--- src/aei_pkg.sv ---
// shared constants and types for the exception acceptance unit
package aei_pkg;

  // ---------------------------------------------------------------
  // widths and source counts
  // ---------------------------------------------------------------
  localparam int unsigned AW = 32;
  localparam int unsigned LVL_W = 4;
  localparam int unsigned VEC_W = 8;
  localparam int unsigned NUM_IRQ = 4;
  localparam int unsigned NUM_PERIPH = 33;
  // maskable sources: user break, debug, encoded level, 4 pins, peripherals
  localparam int unsigned NUM_SRC = 3 + NUM_IRQ + NUM_PERIPH;
  localparam int unsigned SRC_W = 6;

  // ---------------------------------------------------------------
  // source slots in the maskable request vector
  // ---------------------------------------------------------------
  localparam logic [SRC_W-1:0] SRC_UBRK = 6'h00;
  localparam logic [SRC_W-1:0] SRC_DBG = 6'h01;
  localparam logic [SRC_W-1:0] SRC_ENC = 6'h02;
  localparam logic [SRC_W-1:0] SRC_IRQ0 = 6'h03;
  localparam logic [SRC_W-1:0] SRC_PER0 = 6'h07;

  // ---------------------------------------------------------------
  // priority levels
  // ---------------------------------------------------------------
  localparam logic [LVL_W-1:0] LVL_FIXED_BRK = 4'hF;
  localparam logic [LVL_W-1:0] LVL_NMI_MASK = 4'hF;
  localparam logic [LVL_W-1:0] LVL_NONE = 4'h0;

  // ---------------------------------------------------------------
  // vector numbers
  // ---------------------------------------------------------------
  localparam logic [VEC_W-1:0] VEC_CPU_ADDR_ERR = 8'h09;
  localparam logic [VEC_W-1:0] VEC_DMA_ADDR_ERR = 8'h0A;
  localparam logic [VEC_W-1:0] VEC_NMI = 8'h0B;
  localparam logic [VEC_W-1:0] VEC_UBRK = 8'h0C;
  localparam logic [VEC_W-1:0] VEC_DBG = 8'h0E;
  localparam logic [VEC_W-1:0] VEC_ENC_BASE = 8'h40;
  localparam logic [VEC_W-1:0] VEC_IRQ_BASE = 8'h50;
  localparam logic [VEC_W-1:0] VEC_PER_BASE = 8'h60;

  // ---------------------------------------------------------------
  // status word layout and stack frame
  // ---------------------------------------------------------------
  localparam int unsigned SW_MASK_LSB = 4;
  localparam logic [AW-1:0] STK_SLOT = 32'h0000_0004;
  localparam logic [AW-1:0] STK_FRAME = 32'h0000_0008;
  localparam int unsigned VEC_SHIFT = 2;

  // ---------------------------------------------------------------
  // sequencer states
  // ---------------------------------------------------------------
  typedef enum logic [4:0] {
    AEI_IDLE = 5'b00001,
    AEI_PUSH_SW = 5'b00010,
    AEI_PUSH_PC = 5'b00100,
    AEI_FETCH = 5'b01000,
    AEI_JUMP = 5'b10000
  } aei_state_t;

endpackage

--- src/aei_exc_unit.sv ---
// address error and interrupt acceptance sequencer
`timescale 1ns/1ps
// What the document requires
// [RULE1] address error handling starts after bus cycle end and instruction completion
// [RULE2] address error pushes status word then next-instruction program counter
// [RULE3] address error handler fetched from its vector, jumped to without delay slot
// [RULE4] both DMA engines' address errors share vector 10
// [RULE5] handler reads both DMA error flags to learn which engine failed
// [RULE6] sources: NMI, user break, debug, 15 encoded levels, 4 pins, peripherals
// [RULE7] priority levels run 0 lowest to 16 highest
// [RULE8] NMI is level 16 and always accepted regardless of mask; the code still holds it off while intr_allowed is low
// [RULE9] user break and debug interrupts have fixed level 15
// [RULE10] encoded level pins carry levels 1 to 15, used directly as priority
// [RULE11] pin and peripheral levels come from priority registers, 0 to 15 only
// [RULE12] simultaneous requests: highest priority is taken first
// [RULE13] maskable interrupt taken only when level exceeds the mask field
// [RULE14] accepted interrupt pushes status word and program counter first
// [RULE15] accepted level goes to mask field; NMI loads 15
// [RULE16] each source has its own vector; handler fetched from that entry
module aei_exc_unit (
  input wire logic sys_clk,
  input wire logic rst_b,
  // external pins
  input wire logic nmi_pin,
  input wire logic [3:0] encoded_level_pins,
  input wire logic [aei_pkg::NUM_IRQ-1:0] irq_pins,
  // on-chip requesters
  input wire logic user_break_req,
  input wire logic debug_interface_req,
  input wire logic [aei_pkg::NUM_PERIPH-1:0] periph_req,
  input wire logic [aei_pkg::NUM_IRQ*aei_pkg::LVL_W-1:0] pin_request_priority,
  input wire logic [aei_pkg::NUM_PERIPH*aei_pkg::LVL_W-1:0] periph_priority,
  // address error events
  input wire logic cpu_addr_err,
  input wire logic dma_addr_err,
  input wire logic eth_dma_addr_err,
  // core state
  input wire logic bus_cycle_done,
  input wire logic instr_done,
  input wire logic intr_allowed,
  input wire logic [aei_pkg::AW-1:0] status_word,
  input wire logic [aei_pkg::AW-1:0] next_pc,
  input wire logic [aei_pkg::AW-1:0] stack_ptr,
  input wire logic [aei_pkg::AW-1:0] vector_base,
  // stack write port
  output logic stk_wr_req,
  output logic [aei_pkg::AW-1:0] stk_wr_addr,
  output logic [aei_pkg::AW-1:0] stk_wr_data,
  input wire logic stk_wr_ack,
  // vector read port
  output logic vec_rd_req,
  output logic [aei_pkg::AW-1:0] vec_rd_addr,
  input wire logic vec_rd_ack,
  input wire logic [aei_pkg::AW-1:0] vec_rd_data,
  // core update
  output logic pc_load,
  output logic [aei_pkg::AW-1:0] pc_load_value,
  output logic sp_load,
  output logic [aei_pkg::AW-1:0] sp_load_value,
  output logic mask_load,
  output logic [aei_pkg::LVL_W-1:0] mask_load_value,
  output logic int_ack,
  output logic [aei_pkg::SRC_W-1:0] int_ack_src,
  output logic exc_busy
);

  // ---------------------------------------------------------------
  // function: vector table entry address
  // ---------------------------------------------------------------
  function automatic logic [aei_pkg::AW-1:0] vec_addr(input logic [aei_pkg::AW-1:0] base,
                                                      input logic [aei_pkg::VEC_W-1:0] vec);
    logic [aei_pkg::AW-1:0] off;
    off = {{(aei_pkg::AW-aei_pkg::VEC_W){1'b0}}, vec} << aei_pkg::VEC_SHIFT;
    return base + off;
  endfunction

  // ---------------------------------------------------------------
  // pin synchronisers
  // ---------------------------------------------------------------
  logic nmi_s;
  logic [3:0] enc_s;
  logic [aei_pkg::NUM_IRQ-1:0] irq_s;

  aei_sync2 #(.W(1)) u_sync_nmi (
    .sys_clk(sys_clk),
    .rst_b(rst_b),
    .async_in(nmi_pin),
    .sync_out(nmi_s)
  );

  aei_sync2 #(.W(4 + aei_pkg::NUM_IRQ)) u_sync_lvl (
    .sys_clk(sys_clk),
    .rst_b(rst_b),
    .async_in({encoded_level_pins, irq_pins}),
    .sync_out({enc_s, irq_s})
  );

  // ---------------------------------------------------------------
  // maskable source vector and levels
  // ---------------------------------------------------------------
  logic [aei_pkg::NUM_SRC-1:0] src_req;
  logic [aei_pkg::NUM_SRC*aei_pkg::LVL_W-1:0] src_lvl;
  logic win_valid;
  logic [aei_pkg::SRC_W-1:0] win_idx;
  logic [aei_pkg::LVL_W-1:0] win_lvl;

  // encoded pins: zero means no request, otherwise the code is the level
  always_comb begin
    src_req = {periph_req, irq_s, (enc_s != 4'h0), debug_interface_req, user_break_req}; // [RULE6]
    src_lvl = {periph_priority, // [RULE11]
               pin_request_priority,
               enc_s, // [RULE10]
               aei_pkg::LVL_FIXED_BRK, // [RULE9]
               aei_pkg::LVL_FIXED_BRK};
  end

  aei_prio_arb u_arb (
    .src_req(src_req),
    .src_lvl(src_lvl),
    .win_valid(win_valid),
    .win_idx(win_idx),
    .win_lvl(win_lvl)
  );

  // source slot to vector number
  function automatic logic [aei_pkg::VEC_W-1:0] src_vec(input logic [aei_pkg::SRC_W-1:0] idx,
                                                        input logic [3:0] enc);
    logic [aei_pkg::VEC_W-1:0] v;
    v = aei_pkg::VEC_UBRK;
    if (idx == aei_pkg::SRC_UBRK) begin
      v = aei_pkg::VEC_UBRK;
    end else if (idx == aei_pkg::SRC_DBG) begin
      v = aei_pkg::VEC_DBG;
    end else if (idx == aei_pkg::SRC_ENC) begin
      v = aei_pkg::VEC_ENC_BASE + {4'h0, enc};
    end else if (idx < aei_pkg::SRC_PER0) begin
      v = aei_pkg::VEC_IRQ_BASE + {2'h0, idx - aei_pkg::SRC_IRQ0};
    end else begin
      v = aei_pkg::VEC_PER_BASE + {2'h0, idx - aei_pkg::SRC_PER0};
    end
    return v;
  endfunction

  // ---------------------------------------------------------------
  // pending event flags
  // ---------------------------------------------------------------
  logic nmi_s_dly_q;
  logic nmi_s_dly_d;
  logic nmi_pend_q;
  logic nmi_pend_d;
  logic cpu_ae_q;
  logic cpu_ae_d;
  logic dma_ae_q;
  logic dma_ae_d;
  logic take_ae;
  logic take_nmi;
  logic take_int;
  logic at_boundary;
  logic [aei_pkg::LVL_W-1:0] cur_mask;

  aei_pkg::aei_state_t st_q;
  aei_pkg::aei_state_t st_d;

  always_comb begin
    cur_mask = status_word[aei_pkg::SW_MASK_LSB +: aei_pkg::LVL_W];
    at_boundary = (st_q == aei_pkg::AEI_IDLE) && bus_cycle_done && instr_done; // [RULE1]
    take_ae = at_boundary && (cpu_ae_q || dma_ae_q);
    take_nmi = at_boundary && !take_ae && intr_allowed && nmi_pend_q; // [RULE8]
    take_int = at_boundary && !take_ae && !take_nmi && intr_allowed && win_valid
               && (win_lvl > cur_mask); // [RULE13]
    nmi_s_dly_d = nmi_s;
    // a new event in the clear cycle survives: set wins over clear
    nmi_pend_d = (nmi_pend_q && !take_nmi) || (nmi_s && !nmi_s_dly_q);
    cpu_ae_d = (cpu_ae_q && !take_ae) || cpu_addr_err;
    dma_ae_d = (dma_ae_q && !(take_ae && !cpu_ae_q)) || dma_addr_err || eth_dma_addr_err;
  end

  always_ff @(posedge sys_clk) begin
    if (!rst_b) begin
      nmi_s_dly_q <= 1'b0;
      nmi_pend_q <= 1'b0;
      cpu_ae_q <= 1'b0;
      dma_ae_q <= 1'b0;
    end else begin
      nmi_s_dly_q <= nmi_s_dly_d;
      nmi_pend_q <= nmi_pend_d;
      cpu_ae_q <= cpu_ae_d;
      dma_ae_q <= dma_ae_d;
    end
  end

  // ---------------------------------------------------------------
  // sequencer
  // ---------------------------------------------------------------
  logic [aei_pkg::AW-1:0] sw_q;
  logic [aei_pkg::AW-1:0] sw_d;
  logic [aei_pkg::AW-1:0] pc_q;
  logic [aei_pkg::AW-1:0] pc_d;
  logic [aei_pkg::AW-1:0] sp_q;
  logic [aei_pkg::AW-1:0] sp_d;
  logic [aei_pkg::VEC_W-1:0] vec_q;
  logic [aei_pkg::VEC_W-1:0] vec_d;
  logic [aei_pkg::AW-1:0] handler_q;
  logic [aei_pkg::AW-1:0] handler_d;
  logic upd_mask_q;
  logic upd_mask_d;
  logic [aei_pkg::LVL_W-1:0] new_mask_q;
  logic [aei_pkg::LVL_W-1:0] new_mask_d;
  logic ack_q;
  logic ack_d;
  logic [aei_pkg::SRC_W-1:0] ack_src_q;
  logic [aei_pkg::SRC_W-1:0] ack_src_d;

  always_comb begin
    st_d = st_q;
    sw_d = sw_q;
    pc_d = pc_q;
    sp_d = sp_q;
    vec_d = vec_q;
    handler_d = handler_q;
    upd_mask_d = upd_mask_q;
    new_mask_d = new_mask_q;
    ack_d = 1'b0;
    ack_src_d = ack_src_q;
    case (st_q)
      aei_pkg::AEI_IDLE: begin
        if (take_ae || take_nmi || take_int) begin
          st_d = aei_pkg::AEI_PUSH_SW;
          sw_d = status_word;
          pc_d = next_pc; // [RULE2]
          sp_d = stack_ptr;
          upd_mask_d = !take_ae;
        end
        // the core's own address error outranks a DMA one when both wait
        if (take_ae) begin
          vec_d = cpu_ae_q ? aei_pkg::VEC_CPU_ADDR_ERR : aei_pkg::VEC_DMA_ADDR_ERR; // [RULE4]
        end else if (take_nmi) begin
          vec_d = aei_pkg::VEC_NMI;
          new_mask_d = aei_pkg::LVL_NMI_MASK; // [RULE15]
        end else if (take_int) begin
          vec_d = src_vec(win_idx, enc_s); // [RULE16]
          new_mask_d = win_lvl; // [RULE15]
          ack_d = 1'b1;
          ack_src_d = win_idx;
        end
      end
      aei_pkg::AEI_PUSH_SW: begin
        if (stk_wr_ack) begin
          st_d = aei_pkg::AEI_PUSH_PC; // [RULE14]
        end
      end
      aei_pkg::AEI_PUSH_PC: begin
        if (stk_wr_ack) begin
          st_d = aei_pkg::AEI_FETCH;
        end
      end
      aei_pkg::AEI_FETCH: begin
        if (vec_rd_ack) begin
          st_d = aei_pkg::AEI_JUMP; // [RULE3]
          handler_d = vec_rd_data;
        end
      end
      aei_pkg::AEI_JUMP: begin
        st_d = aei_pkg::AEI_IDLE;
      end
      default: begin
        st_d = aei_pkg::AEI_IDLE;
      end
    endcase
  end

  always_ff @(posedge sys_clk) begin
    if (!rst_b) begin
      st_q <= aei_pkg::AEI_IDLE;
      sw_q <= '0;
      pc_q <= '0;
      sp_q <= '0;
      vec_q <= '0;
      handler_q <= '0;
      upd_mask_q <= 1'b0;
      new_mask_q <= aei_pkg::LVL_NONE;
      ack_q <= 1'b0;
      ack_src_q <= '0;
    end else begin
      st_q <= st_d;
      sw_q <= sw_d;
      pc_q <= pc_d;
      sp_q <= sp_d;
      vec_q <= vec_d;
      handler_q <= handler_d;
      upd_mask_q <= upd_mask_d;
      new_mask_q <= new_mask_d;
      ack_q <= ack_d;
      ack_src_q <= ack_src_d;
    end
  end

  // ---------------------------------------------------------------
  // outputs
  // ---------------------------------------------------------------
  // status word goes in the higher slot, program counter below it
  always_comb begin
    stk_wr_req = (st_q == aei_pkg::AEI_PUSH_SW) || (st_q == aei_pkg::AEI_PUSH_PC);
    stk_wr_addr = (st_q == aei_pkg::AEI_PUSH_PC) ? sp_q - aei_pkg::STK_FRAME : sp_q - aei_pkg::STK_SLOT; // [RULE2]
    stk_wr_data = (st_q == aei_pkg::AEI_PUSH_PC) ? pc_q : sw_q; // [RULE14]
    vec_rd_req = (st_q == aei_pkg::AEI_FETCH);
    vec_rd_addr = vec_addr(vector_base, vec_q); // [RULE16]
    // single-cycle load with no slot instruction: the jump is not delayed
    pc_load = (st_q == aei_pkg::AEI_JUMP); // [RULE3]
    pc_load_value = handler_q;
    sp_load = (st_q == aei_pkg::AEI_JUMP);
    sp_load_value = sp_q - aei_pkg::STK_FRAME;
    mask_load = (st_q == aei_pkg::AEI_JUMP) && upd_mask_q; // [RULE15]
    mask_load_value = new_mask_q;
    int_ack = ack_q;
    int_ack_src = ack_src_q;
    exc_busy = (st_q != aei_pkg::AEI_IDLE);
  end

endmodule

--- src/aei_sync2.sv ---
// two-stage synchroniser for pin inputs
`timescale 1ns/1ps
module aei_sync2 #(
  parameter int unsigned W = 1
) (
  input wire logic sys_clk,
  input wire logic rst_b,
  input wire logic [W-1:0] async_in,
  output logic [W-1:0] sync_out
);
  logic [W-1:0] meta_q;
  logic [W-1:0] meta_d;
  logic [W-1:0] sync_q;
  logic [W-1:0] sync_d;

  always_comb begin
    meta_d = async_in;
    sync_d = meta_q;
  end

  always_ff @(posedge sys_clk) begin
    if (!rst_b) begin
      meta_q <= '0;
      sync_q <= '0;
    end else begin
      meta_q <= meta_d;
      sync_q <= sync_d;
    end
  end

  assign sync_out = sync_q;
endmodule

--- src/aei_prio_arb.sv ---
// highest-level pick among the maskable interrupt sources
`timescale 1ns/1ps
module aei_prio_arb (
  input wire logic [aei_pkg::NUM_SRC-1:0] src_req,
  input wire logic [aei_pkg::NUM_SRC*aei_pkg::LVL_W-1:0] src_lvl,
  output logic win_valid,
  output logic [aei_pkg::SRC_W-1:0] win_idx,
  output logic [aei_pkg::LVL_W-1:0] win_lvl
);
  // equal levels resolve to the lower slot, so the scan only replaces on a strict win
  always_comb begin
    win_valid = 1'b0;
    win_idx = '0;
    win_lvl = aei_pkg::LVL_NONE;
    for (int i = 0; i < aei_pkg::NUM_SRC; i++) begin
      if (src_req[i] && (!win_valid || src_lvl[i*aei_pkg::LVL_W +: aei_pkg::LVL_W] > win_lvl)) begin // [RULE12]
        win_valid = 1'b1;
        win_idx = i[aei_pkg::SRC_W-1:0];
        win_lvl = src_lvl[i*aei_pkg::LVL_W +: aei_pkg::LVL_W];
      end
    end
  end
endmodule

--- config.mk ---
export PLATFORM = sky130hd
export DESIGN_NAME = aei_exc_unit
export DESIGN_NICKNAME = d
export VERILOG_FILES = /design/src/aei_pkg.sv /design/src/aei_exc_unit.sv /design/src/aei_sync2.sv /design/src/aei_prio_arb.sv
export SDC_FILE = /design/constraint.sdc
export NUM_CORES = 1
export LEC_CHECK = 0
export BUFFER_PORTS_ARGS = -buffer_cell sky130_fd_sc_hd__buf_2
export CAP_MARGIN = 20
export CORE_AREA = 2 2 210 212
export CTS_CLUSTER_SIZE = 8
export DETAILED_ROUTE_END_ITERATION = 7
export DIE_AREA = 0 0 212 214
export PLACE_DENSITY_LB_ADDON = 0.08
export SYNTH_ARGS = -nofsm -noshare
export SYNTH_HDL_FRONTEND = slang
export SYNTH_SLANG_ARGS = --single-unit
--- constraint.sdc ---
create_clock -name sys_clk -period 72.4 [get_ports sys_clk]
set_clock_uncertainty 0.2 [all_clocks]
set_input_delay 14.48 -clock sys_clk [delete_from_list [all_inputs] [get_ports sys_clk]]
set_output_delay 14.48 -clock sys_clk [all_outputs]
set_load 0.02 [all_outputs]
==> results of run 1 <==
-- final timing paths --
path                                           from                                end  slack (ns)  cells after the start
hold reg to reg     u_sync_lvl.meta_q[0]$_SDFF_PN0_  u_sync_lvl.sync_out[0]$_SDFF_PN0_        0.23                      1
setup / recovery                debug_interface_req              pc_q[30]$_SDFFE_PN0P_        1.97                    321
setup reg to reg  u_sync_lvl.sync_out[4]$_SDFF_PN0_              pc_q[30]$_SDFFE_PN0P_       15.79                    320
hold / removal      u_sync_lvl.meta_q[0]$_SDFF_PN0_  u_sync_lvl.sync_out[0]$_SDFF_PN0_        0.23                      1
-- routing by layer --
layer / up-vias / track usage / share of wire
met3: 131 / 0.0595 / 0.063
met2: 665 / 0.482 / 0.49
li1: 10004 / - / -
met1: 9840 / 0.347 / 0.42
met4: 16 / 0.0974 / 0.029
met5: - / 0 / 0.0013
-- kinds of logic (layout without fill, tap and decap cells) --
family | Yosys count | count (layout)
DFF | 175 | 175
adders and majority gates | 141 | 141
AOI/OAI and AO/OA | 727 | 728
and+or+nand+nor | 933 | 933
muxes | 71 | 71
other | 0 | 18
buffers and inverters | 227 | 937
xor gates and xnor gates | 85 | 85
-- layout by cell type, fill, tap and decap left out, drive strengths merged, types with 13 or more instances in the layout --
cell type,netlist,final
and2,48,48
or2,16,16
o21a,23,24
dfxtp,175,175
a21oi,263,263
inv,141,148
a21boi,15,15
and3,24,24
diode,0,18
nand3,51,51
nand2b,38,38
nand2,411,411
mux2,58,58
a31oi,25,25
nor2b,37,37
o21ai,110,110
nor3,53,53
xnor2,41,41
mux2i,13,13
a21o,26,26
or3,21,21
ha,134,134
o211ai,22,22
nor3b,19,19
xor2,44,44
buf,16,757
a211oi,15,15
nor4,18,18
clkbuf,70,24
o2111ai,14,14
nor2,153,153
o31ai,25,25
-- cell type report --
type / count / share of cell area
Multi-Input combinational cell: 1958 / 0.591
Timing Repair Buffer: 764 / 0.190
Sequential cell: 175 / 0.140
Tap cell: 585 / 0.0293
Inverter: 141 / 0.0214
Clock buffer: 17 / 0.0170
Clock inverter: 15 / 0.00892
Antenna cell: 18 / 0.00180
-- flip-flops by register name (all words and copies together), names as in the netlist --
register and cells:
pc_load_value 32, pc_q 32, sp_q 32, sw_q 32, u_sync_lvl.meta_q 8, u_sync_lvl.sync_out 8
vec_q 8, int_ack_src 6, st_q 5, mask_load_value 4, cpu_ae_q 1, dma_ae_q 1
int_ack 1, nmi_pend_q 1, nmi_s_dly_q 1, u_sync_nmi.meta_q 1, u_sync_nmi.sync_out 1, upd_mask_q 1
-- stage by stage --
step / instances / hold slack, ns / util / worst slack (ns) / area (sq um)
2_1_floorplan: 2359 / 0.212 / - / 0.0761 / 17300
4_1_cts: 3558 / 0.240 / 0.522 / 0.00886 / 22400
3_5_place_dp: 3493 / 0.221 / 0.492 / -2.88 / 21100
3_3_place_gp: 3493 / 0.214 / 0.492 / -1.31 / 21100
5_1_grt: 3665 / 0.256 / 0.582 / -0.986 / 25000
6_report: 3673 / 0.235 / 0.582 / 1.97 / 25000
-- repair_timing --
action | CTS | global route
endpoints found under the setup margin | 120 | 120
cloned | 4 | 10
pin swaps | 24 | 247
gates resized for setup | 70 | 358
setup buffers | 29 | 87
-- critical path, delay by kind of cell --
kind                       cells  cell delay [ns]
and+or+nand+nor               81            10.32
buffers and inverters         27             3.47
adders and majority gates     42            11.10
muxes                         12             3.72
AOI/OAI and AO/OA            159            27.41
==> impl_results.html, run 1 <==
<table>
<tr><th>Metric</th><th>Value</th></tr>
<tr><th colspan="2">Route</th></tr>
<tr><td>Via count</td><td>20,656</td></tr>
<tr><td>Drt total wl</td><td>71,200 um</td></tr>
<tr><td>Post-DR wirelength/cell</td><td>19.4 um</td></tr>
<tr><td>Via density</td><td>5.62</td></tr>
<tr><td>Post-route DRC violation count</td><td>0</td></tr>
<tr><td>Detailed router's first-iteration violation count</td><td>1,247</td></tr>
<tr><td>Number of optimization iterations in the first detailed-route pass</td><td>6</td></tr>
<tr><td>Antenna-violating nets left</td><td>0</td></tr>
<tr><th colspan="2">GRT</th></tr>
<tr><td>Antenna violations before repair</td><td>24</td></tr>
<tr><td>Pin count of the biggest net entering global routing</td><td>97</td></tr>
<tr><td>Wire length of the first global-routing pass</td><td>103,000 um</td></tr>
<tr><td>Combined global-route utilization of all metal layers</td><td>0.282</td></tr>
<tr><td>Via count of the first global-routing pass</td><td>approximately 19,000</td></tr>
<tr><td>Overflow left after global routing</td><td>0</td></tr>
<tr><th colspan="2">Floorplan</th></tr>
<tr><td>Area of the core</td><td>0.0429 sq mm</td></tr>
<tr><td>Starting utilization of the core area</td><td>0.398</td></tr>
<tr><td>Standard-cell row count</td><td>76</td></tr>
<tr><td>Number of placed I/O pins</td><td>539</td></tr>
<tr><td>Die outline area</td><td>between 0.04 and 0.05 sq mm</td></tr>
<tr><td>Vert. Die Dim</td><td>214 um</td></tr>
<tr><td>Die boundary width</td><td>212 um</td></tr>
<tr><th colspan="2">Place</th></tr>
<tr><td>RD Place Congestion</td><td>0.984</td></tr>
<tr><td>Number of I/O port buffers</td><td>534</td></tr>
<tr><td>Detailed placer's ending HPWL</td><td>52,800 um</td></tr>
<tr><th colspan="2">Yosys</th></tr>
<tr><td>Number of synthesized flops with an enable pin</td><td>0</td></tr>
<tr><td>Netlist cell types</td><td>108</td></tr>
<tr><td>Simple-gate share of the synthesized area</td><td>0.262</td></tr>
<tr><td>Top cells by area in the synthesized netlist</td><td>sky130_fd_sc_hd__dfxtp_1, sky130_fd_sc_hd__ha_1, sky130_fd_sc_hd__nand2_1, sky130_fd_sc_hd__a21oi_1, sky130_fd_sc_hd__mux2_2</td></tr>
<tr><td>Cell area after technology mapping</td><td>0.0171 sq mm</td></tr>
<tr><td>Synth Area in Compound Gates</td><td>0.289</td></tr>
<tr><td>Leading cell type by number of instances after synthesis</td><td>sky130_fd_sc_hd__nand2_1</td></tr>
<tr><td>Post-synthesis area per instance</td><td>7.24 sq um</td></tr>
<tr><td>Cell taking the most area after synthesis</td><td>sky130_fd_sc_hd__dfxtp_1</td></tr>
<tr><td>Share of async-settable or async-resettable flops after synthesis</td><td>0</td></tr>
<tr><td>Synthesized net count</td><td>about 2,900</td></tr>
<tr><td>Fraction of synthesized area in multiplexers</td><td>0.0458</td></tr>
<tr><td>Count of mapped cells out of synthesis</td><td>between 2,000 and 2,500</td></tr>
<tr><td>Post-synth top area share</td><td>0.205</td></tr>
<tr><td>Post-synthesis share of cell area spent on xor and xnor gates</td><td>0.0436</td></tr>
<tr><td>Post-synthesis share of cell area spent on full adders, half adders and majority gates</td><td>0.103</td></tr>
<tr><td>Yosys warns</td><td>0</td></tr>
<tr><td>Synthesized flop and latch total</td><td>approximately 180</td></tr>
<tr><td>Most instantiated cells after synthesis</td><td>sky130_fd_sc_hd__nand2_1, sky130_fd_sc_hd__a21oi_1, sky130_fd_sc_hd__dfxtp_1</td></tr>
<tr><td>Largest family of logic cells by synthesized area</td><td>compound AO/OA/AOI/OAI gates</td></tr>
<tr><td>Proportion of synthesized chip area in sequential cells</td><td>0.205</td></tr>
<tr><td>Top_reg_cell synth</td><td>sky130_fd_sc_hd__dfxtp_1</td></tr>
<tr><th colspan="2">Worst setup path</th></tr>
<tr><td>Worst Path Max Fanout</td><td>15</td></tr>
<tr><td>Critical setup path kind</td><td>primary input to flop</td></tr>
<tr><td>Critical path launch point type</td><td>primary input</td></tr>
<tr><td>Signal arrival time at the worst endpoint</td><td>around 70 ns</td></tr>
<tr><td>Endpoint type of the worst setup path</td><td>flop</td></tr>
<tr><td>Critical Path Most Common Cell</td><td>sky130_fd_sc_hd__a21oi_2</td></tr>
<tr><td>Critical-path top delay cell</td><td>sky130_fd_sc_hd__o41a_1</td></tr>
<tr><td>Worst endpoint required time</td><td>between 70 and 80 ns</td></tr>
<tr><td>Biggest cell delay along the critical path</td><td>0.52 ns</td></tr>
<tr><th colspan="2">STA</th></tr>
<tr><td>Slew HR</td><td>0.370</td></tr>
<tr><td>Achievable Freq</td><td>0.0142 GHz</td></tr>
<tr><td>Setup TNS</td><td>0 ns</td></tr>
<tr><td>Share of the clock period used by the worst path after layout</td><td>0.973</td></tr>
<tr><td>Pins over their slew limit</td><td>0</td></tr>
<tr><td>Transition time at the pin with the least slew margin</td><td>0.921 ns</td></tr>
<tr><td>Number of hold violations in the final report</td><td>0</td></tr>
<tr><td>Post-layout minimum cycle time</td><td>approximately 70 ns</td></tr>
<tr><td>Setup violators final</td><td>0</td></tr>
<tr><th colspan="2">Clock network</th></tr>
<tr><td>CTS hold repair buffers</td><td>0</td></tr>
<tr><td>CTS tree</td><td>built</td></tr>
<tr><td>Worst-case clock buffer depth</td><td>2</td></tr>
<tr><td>Clock slew seen by the registers of the worst setup and hold paths</td><td>0.08 ns</td></tr>
<tr><td>Clk root buf</td><td>sky130_fd_sc_hd__clkbuf_16</td></tr>
<tr><td>Clock sink count</td><td>175</td></tr>
<tr><td>Clock network latency to the later pin of the worst-skew pair</td><td>0.45 ns</td></tr>
<tr><td>Max H-tree Level</td><td>4</td></tr>
<tr><td>Total CTS buffers</td><td>17</td></tr>
<tr><th colspan="2">Run</th></tr>
<tr><td>Max_cap viols</td><td>0</td></tr>
<tr><th colspan="2">Layout</th></tr>
<tr><td>Layout cell share with drive strength beyond 1</td><td>0.394</td></tr>
<tr><td>P&amp;R area growth vs syn</td><td>46.1%</td></tr>
<tr><td>Area of the multi-input gates</td><td>0.0148 sq mm</td></tr>
<tr><td>Count of fill cells added during filler insertion</td><td>4,015</td></tr>
<tr><td>Total number of nets in the final design</td><td>3,554</td></tr>
<tr><td>Footprint of the flip-flops and latches</td><td>0.00350 sq mm</td></tr>
<tr><th colspan="2">Min path</th></tr>
<tr><td>Worst Hold Class</td><td>flop to flop</td></tr>
<tr><th colspan="2">Outcome</th></tr>
<tr><td>Outcome</td><td>completed</td></tr>
</table>
Power of run 1 is not shown: default switching activity piles up to over one toggle a cycle in this logic, so the estimate is an artifact.
==> run 2, diff against run 1 <==
--- a/config.mk
+++ b/config.mk
@@ -8,6 +8,7 @@
 export BUFFER_PORTS_ARGS = -buffer_cell sky130_fd_sc_hd__buf_2
 export CAP_MARGIN = 20
 export CORE_AREA = 2 2 210 212
+export CTS_BUF_LIST = sky130_fd_sc_hd__clkbuf_4 sky130_fd_sc_hd__clkbuf_8
 export CTS_CLUSTER_SIZE = 8
 export DETAILED_ROUTE_END_ITERATION = 7
 export DIE_AREA = 0 0 212 214
==> run 2 against run 1 <==
Net effect:
- register-to-register slack worse by 0.12 ns
- critical endpoint is now vec_q[0]$_SDFFE_PN0P_
- non-clock buffer count is 6 lower
- final cell count is 0.16% lower
- highest routed layer unchanged
- routed wire length is 1.4% lower
- sequential cell count stayed put
==> impl_results.html, run 2 (synthesis results as in run 1) <==
<table>
<tr><th>Metric</th><th>Value</th></tr>
<tr><th colspan="2">Outcome</th></tr>
<tr><td>Outcome</td><td>completed</td></tr>
<tr><th colspan="2">GRT</th></tr>
<tr><td>Antenna violations before repair</td><td>24</td></tr>
<tr><td>Wire length of the first global-routing pass</td><td>between 100,000 and 150,000 um</td></tr>
<tr><td>Combined global-route utilization of all metal layers</td><td>0.283</td></tr>
<tr><td>Via count of the first global-routing pass</td><td>19,437</td></tr>
<tr><td>Overflow left after global routing</td><td>0</td></tr>
<tr><td>Pin count of the biggest net entering global routing</td><td>97</td></tr>
<tr><th colspan="2">STA</th></tr>
<tr><td>Slew HR</td><td>0.378</td></tr>
<tr><td>Post-layout minimum cycle time</td><td>70.51 ns</td></tr>
<tr><td>Share of the clock period used by the worst path after layout</td><td>0.974</td></tr>
<tr><td>Setup TNS</td><td>0 ns</td></tr>
<tr><td>Number of hold violations in the final report</td><td>0</td></tr>
<tr><td>Setup violators final</td><td>0</td></tr>
<tr><td>Achievable Freq</td><td>0.0142 GHz</td></tr>
<tr><td>Transition time at the pin with the least slew margin</td><td>slightly above 0.9 ns</td></tr>
<tr><td>Pins over their slew limit</td><td>0</td></tr>
<tr><th colspan="2">Clock network</th></tr>
<tr><td>Worst-case clock buffer depth</td><td>2</td></tr>
<tr><td>CTS tree</td><td>built</td></tr>
<tr><td>Clock slew seen by the registers of the worst setup and hold paths</td><td>0.11 ns</td></tr>
<tr><td>CTS hold repair buffers</td><td>0</td></tr>
<tr><td>Max H-tree Level</td><td>4</td></tr>
<tr><td>Total CTS buffers</td><td>17</td></tr>
<tr><td>Clock network latency to the later pin of the worst-skew pair</td><td>0.50 ns</td></tr>
<tr><td>Clock sink count</td><td>175</td></tr>
<tr><td>Clk root buf</td><td>sky130_fd_sc_hd__clkbuf_8</td></tr>
<tr><th colspan="2">Route</th></tr>
<tr><td>Antenna-violating nets left</td><td>0</td></tr>
<tr><td>Post-route DRC violation count</td><td>0</td></tr>
<tr><td>Via density</td><td>5.60</td></tr>
<tr><td>Post-DR wirelength/cell</td><td>between 15 and 20 um</td></tr>
<tr><td>Drt total wl</td><td>between 70,000 and 80,000 um</td></tr>
<tr><td>Number of optimization iterations in the first detailed-route pass</td><td>7</td></tr>
<tr><td>Via count</td><td>20,522</td></tr>
<tr><td>Detailed router's first-iteration violation count</td><td>1,278</td></tr>
<tr><th colspan="2">Worst setup path</th></tr>
<tr><td>Signal arrival time at the worst endpoint</td><td>70.70 ns</td></tr>
<tr><td>Critical setup path kind</td><td>primary input to flop</td></tr>
<tr><td>Critical Path Most Common Cell</td><td>sky130_fd_sc_hd__a21oi_2</td></tr>
<tr><td>Reg-to-reg setup timing slack</td><td>15.67 ns</td></tr>
<tr><td>Critical-path top delay cell</td><td>sky130_fd_sc_hd__o41a_1</td></tr>
<tr><td>Biggest cell delay along the critical path</td><td>0.52 ns</td></tr>
<tr><td>Worst endpoint required time</td><td>72.59 ns</td></tr>
<tr><td>Endpoint type of the worst setup path</td><td>flop</td></tr>
<tr><td>Critical path launch point type</td><td>primary input</td></tr>
<tr><td>Worst Path Max Fanout</td><td>15</td></tr>
<tr><th colspan="2">Min path</th></tr>
<tr><td>Worst Hold Class</td><td>flop to flop</td></tr>
<tr><th colspan="2">Floorplan</th></tr>
<tr><td>Die outline area</td><td>about 0.045 sq mm</td></tr>
<tr><td>Number of placed I/O pins</td><td>539</td></tr>
<tr><td>Die boundary width</td><td>212 um</td></tr>
<tr><td>Standard-cell row count</td><td>76</td></tr>
<tr><td>Starting utilization of the core area</td><td>0.398</td></tr>
<tr><td>Area of the core</td><td>roughly 0.043 sq mm</td></tr>
<tr><td>Vert. Die Dim</td><td>214 um</td></tr>
<tr><th colspan="2">Layout</th></tr>
<tr><td>Layout cell share with drive strength beyond 1</td><td>0.390</td></tr>
<tr><td>Most common library cell in the layout ignoring fill and taps</td><td>sky130_fd_sc_hd__buf_2</td></tr>
<tr><td>Leading cell types in the layout, fill and taps excluded</td><td>sky130_fd_sc_hd__buf_2, sky130_fd_sc_hd__nand2_1, sky130_fd_sc_hd__a21oi_1</td></tr>
<tr><td>P&amp;R area growth vs syn</td><td>44.0%</td></tr>
<tr><td>Total number of nets in the final design</td><td>3,548</td></tr>
<tr><td>Count of fill cells added during filler insertion</td><td>4,044</td></tr>
<tr><td>Final Instance Count excl. Fillers</td><td>3,667</td></tr>
<tr><td>Summed area of non-filler cells in the final layout</td><td>0.0246 sq mm</td></tr>
<tr><th colspan="2">Place</th></tr>
<tr><td>Number of I/O port buffers</td><td>between 500 and 600</td></tr>
<tr><td>Detailed placer's ending HPWL</td><td>about 53,000 um</td></tr>
<tr><td>RD Place Congestion</td><td>a little under 1</td></tr>
<tr><td>Placed Cells incl. Taps</td><td>3,493</td></tr>
<tr><td>Cell area reported after detailed placement</td><td>between 0.02 and 0.025 sq mm</td></tr>
<tr><th colspan="2">Run</th></tr>
<tr><td>Max_cap viols</td><td>0</td></tr>
</table>
run 2: stage by stage:
step           hold slack, ns  worst slack (ns)   util
2_1_floorplan           0.212            0.0761      -
6_report                0.241              1.89  0.574
4_1_cts                 0.247           0.00671  0.518
5_1_grt                 0.264             -1.04  0.573
3_5_place_dp            0.221             -2.88  0.492
3_3_place_gp            0.214             -1.31  0.492
run 2: area by class of cell:
class	count	area, sq um	area share
Sequential cell	175	3500	0.142
Clock buffer	17	234	0.00951
Inverter	141	537	0.0218
Tap cell	585	732	0.0297
Antenna cell	18	45.0	0.00183
Multi-Input combinational cell	1958	14700	0.599
Clock inverter	15	223	0.00905
Timing Repair Buffer	758	4600	0.187
run 2: worst max-delay path: cells and delay by family:
kind            cells  cell delay [ns]
buf+inv            30             3.78
fa+ha+maj          42            11.00
simple gates       76             9.77
mux                13             4.01
compound gates    160            27.53
run 2: routing by layer:
layer  GRT usage  share of wire
met1       0.347           0.42
met2       0.485           0.49
met3      0.0622          0.063
met4      0.0991          0.031
met5           0         0.0017
run 2: final timing paths:
path                                                   startpoint                                end  depth (start not counted)
worst max-delay path                          debug_interface_req              vec_q[0]$_SDFFE_PN0P_                        321
worst min-delay path              u_sync_lvl.meta_q[0]$_SDFF_PN0_  u_sync_lvl.sync_out[0]$_SDFF_PN0_                          1
worst max register to register  u_sync_lvl.sync_out[4]$_SDFF_PN0_              vec_q[0]$_SDFFE_PN0P_                        320
worst min register to register    u_sync_lvl.meta_q[0]$_SDFF_PN0_  u_sync_lvl.sync_out[0]$_SDFF_PN0_                          1
run 2: what timing repair did:
| item | in CTS | in global routing |
|---|---|---|
| gates cloned | 4 | 2 |
| gates resized for setup | 72 | 348 |
| buffers inserted | 32 | 87 |
| pin swaps | 34 | 247 |
| endpoints found under the setup margin | 120 | 120 |
Power of run 2 is left out for the same reason.
==> run 3, diff against run 2 <==
--- a/config.mk
+++ b/config.mk
@@ -13,6 +13,7 @@
 export DETAILED_ROUTE_END_ITERATION = 7
 export DIE_AREA = 0 0 212 214
 export PLACE_DENSITY_LB_ADDON = 0.08
+export REMOVE_ABC_BUFFERS = 1
 export SYNTH_ARGS = -nofsm -noshare
 export SYNTH_HDL_FRONTEND = slang
 export SYNTH_SLANG_ARGS = --single-unit
==> run 3 against run 2 <==
Net effect:
- utilization is 0.13 points higher
- hold slack better by 0.0043 ns
- setup slack worse by 0.070 ns
- cell area is 0.23% higher
- sequential share of layout area hardly changed
- via count is 1.6% higher
- clock-buffer cell count stayed put
- register-to-register slack worse by 0.07 ns
- final cell count is 1.1% higher
- non-clock buffer count is 44 higher
==> impl_results.html, run 3 (synthesis results as in run 1) <==
<table>
<tr><th>Metric</th><th>Value</th></tr>
<tr><th colspan="2">Outcome</th></tr>
<tr><td>Outcome</td><td>completed</td></tr>
<tr><th colspan="2">Route</th></tr>
<tr><td>Drt total wl</td><td>71,100 um</td></tr>
<tr><td>Post-DR wirelength/cell</td><td>19.2 um</td></tr>
<tr><td>Total met3 wirelength after detailed routing</td><td>4800 um</td></tr>
<tr><td>Post-route DRC violation count</td><td>0</td></tr>
<tr><td>Via count</td><td>20,858</td></tr>
<tr><td>Via density</td><td>5.63</td></tr>
<tr><td>Length of routed met2 wiring</td><td>34,500 um</td></tr>
<tr><td>Detailed router's first-iteration violation count</td><td>1,314</td></tr>
<tr><td>Met1 wire length</td><td>29,600 um</td></tr>
<tr><td>Number of optimization iterations in the first detailed-route pass</td><td>6</td></tr>
<tr><td>Antenna-violating nets left</td><td>0</td></tr>
<tr><td>Highest routed metal layer</td><td>met5</td></tr>
<tr><th colspan="2">Clock network</th></tr>
<tr><td>Clk root buf</td><td>sky130_fd_sc_hd__clkbuf_8</td></tr>
<tr><td>Worst-case clock buffer depth</td><td>2</td></tr>
<tr><td>Clock network latency to the later pin of the worst-skew pair</td><td>0.49 ns</td></tr>
<tr><td>Max H-tree Level</td><td>4</td></tr>
<tr><td>Clock sink count</td><td>around 180</td></tr>
<tr><td>Total CTS buffers</td><td>17</td></tr>
<tr><td>CTS tree</td><td>built</td></tr>
<tr><td>Clock slew seen by the registers of the worst setup and hold paths</td><td>0.11 ns</td></tr>
<tr><th colspan="2">Floorplan</th></tr>
<tr><td>Number of placed I/O pins</td><td>539</td></tr>
<tr><td>Die boundary width</td><td>212 um</td></tr>
<tr><td>Standard-cell row count</td><td>76</td></tr>
<tr><td>Starting utilization of the core area</td><td>0.398</td></tr>
<tr><td>Die outline area</td><td>0.0454 sq mm</td></tr>
<tr><td>Area of the core</td><td>0.0429 sq mm</td></tr>
<tr><td>Vert. Die Dim</td><td>214 um</td></tr>
<tr><th colspan="2">GRT</th></tr>
<tr><td>Via count of the first global-routing pass</td><td>19,520</td></tr>
<tr><td>Overflow left after global routing</td><td>0</td></tr>
<tr><td>Wire length of the first global-routing pass</td><td>approximately 100,000 um</td></tr>
<tr><td>Antenna violations before repair</td><td>17</td></tr>
<tr><td>Combined global-route utilization of all metal layers</td><td>0.284</td></tr>
<tr><td>Pin count of the biggest net entering global routing</td><td>85</td></tr>
<tr><th colspan="2">Layout</th></tr>
<tr><td>Most common library cell in the layout ignoring fill and taps</td><td>sky130_fd_sc_hd__buf_2</td></tr>
<tr><td>P&amp;R area growth vs syn</td><td>44.3%</td></tr>
<tr><td>Leading cell types in the layout, fill and taps excluded</td><td>sky130_fd_sc_hd__buf_2, sky130_fd_sc_hd__nand2_1, sky130_fd_sc_hd__buf_4</td></tr>
<tr><td>Final Instance Count excl. Fillers</td><td>3,706</td></tr>
<tr><td>Total number of nets in the final design</td><td>around 3,600</td></tr>
<tr><td>Share of the core filled with cells</td><td>0.575</td></tr>
<tr><td>Layout cell share with drive strength beyond 1</td><td>0.394</td></tr>
<tr><th colspan="2">Worst setup path</th></tr>
<tr><td>Critical-path top delay cell</td><td>sky130_fd_sc_hd__or4_1</td></tr>
<tr><td>Cell family with most CP delay</td><td>compound AO/OA/AOI/OAI gates</td></tr>
<tr><td>Critical setup path kind</td><td>primary input to flop</td></tr>
<tr><td>Worst Path Max Fanout</td><td>8</td></tr>
<tr><td>Signal arrival time at the worst endpoint</td><td>70.80 ns</td></tr>
<tr><td>Endpoint type of the worst setup path</td><td>flop</td></tr>
<tr><td>Number of buffers and inverters on the critical path</td><td>34</td></tr>
<tr><td>Count of cells along the worst register-to-register path</td><td>323</td></tr>
<tr><td>Reg-to-reg setup timing slack</td><td>15.60 ns</td></tr>
<tr><td>Critical path launch point type</td><td>primary input</td></tr>
<tr><td>Biggest cell delay along the critical path</td><td>0.47 ns</td></tr>
<tr><td>Worst endpoint required time</td><td>about 73 ns</td></tr>
<tr><td>Number of cells on the critical path</td><td>around 320</td></tr>
<tr><th colspan="2">Place</th></tr>
<tr><td>Detailed placer's ending HPWL</td><td>54,600 um</td></tr>
<tr><td>Number of I/O port buffers</td><td>534</td></tr>
<tr><td>RD Place Congestion</td><td>0.960</td></tr>
<tr><td>Placed Cells incl. Taps</td><td>3,549</td></tr>
<tr><th colspan="2">STA</th></tr>
<tr><td>Number of hold violations in the final report</td><td>0</td></tr>
<tr><td>Worst hold margin</td><td>approximately 0.25 ns</td></tr>
<tr><td>Transition time at the pin with the least slew margin</td><td>0.814 ns</td></tr>
<tr><td>Pins over their slew limit</td><td>0</td></tr>
<tr><td>Setup violators final</td><td>0</td></tr>
<tr><td>Share of the clock period used by the worst path after layout</td><td>0.975</td></tr>
<tr><td>Achievable Freq</td><td>between 0.01 and 0.015 GHz</td></tr>
<tr><td>Slew HR</td><td>0.457</td></tr>
<tr><td>Post-layout minimum cycle time</td><td>70.58 ns</td></tr>
<tr><th colspan="2">Run</th></tr>
<tr><td>Max_cap viols</td><td>0</td></tr>
<tr><th colspan="2">Min path</th></tr>
<tr><td>Worst Hold Class</td><td>flop to flop</td></tr>
<tr><td>Cell depth of the worst min-delay path</td><td>1</td></tr>
</table>
==> run 3: cell count changes in the layout (fill, tap and decap cells not counted), sizes merged <==
cell    before  now
diode       18   13
buf        756  801
clkbuf      19   18
==> run 3: worst paths after layout <==
check	endpoint	startpoint
min	u_sync_lvl.sync_out[6]$_SDFF_PN0_	u_sync_lvl.meta_q[6]$_SDFF_PN0_
max reg2reg	st_q[1]$_SDFFE_PN0P_	u_sync_lvl.sync_out[4]$_SDFF_PN0_
min reg2reg	u_sync_lvl.sync_out[6]$_SDFF_PN0_	u_sync_lvl.meta_q[6]$_SDFF_PN0_
max	st_q[1]$_SDFFE_PN0P_	user_break_req
==> run 3: final cells by class <==
class / instances / area [sq um]
diodes: 13 / 32.5
clock buffers: 17 / 234
clock inverters: 15 / 216
fillers: 4147 / 18200
inverters: 141 / 532
multi-input cells: 1958 / 14600
flip-flops and latches: 175 / 3500
well taps: 585 / 732
repair buffers: 802 / 4850
==> run 3: worst reg2reg max path, delay by kind of cell (launching register included) <==
| kind | cells | cell delay [ns] |
|---|---|---|
| buf+inv | 34 | 4.38 |
| compound gates | 161 | 27.50 |
| flops | 1 | 0.46 |
| fa+ha+maj | 42 | 10.98 |
| simple gates | 74 | 9.85 |
| mux | 12 | 3.45 |
==> run 3: per-layer routing <==
| metal | up-vias | global-route usage |
|---|---|---|
| li1 | 10053 | - |
| met1 | 9901 | 0.353 |
| met2 | 738 | 0.492 |
| met3 | 154 | 0.0550 |
| met4 | 12 | 0.0845 |
| met5 | - | 0 |
==> run 3: metrics by stage <==
stage | area, sq um | TNS (ns) | setup slack [ns]
floorplan | 16700 | -615.97 | -5.67
global placement | 21400 | -55.90 | -0.665
detailed placement | 21400 | -299.65 | -2.75
CTS | 22200 | 0 | 0.00715
global route | 24700 | -126.56 | -1.14
finish | 24700 | 0 | 1.82
==> run 3: what timing repair did <==
item | 4_1_cts | 5_1_grt
pin swaps | 18 | 213
gates cloned | 0 | 3
buffers inserted | 15 | 93
resized for setup | 67 | 348
setup endpoints to repair | 120 | 120
hold buffers | 0 | 0
Power of run 3 is left out for the same reason.
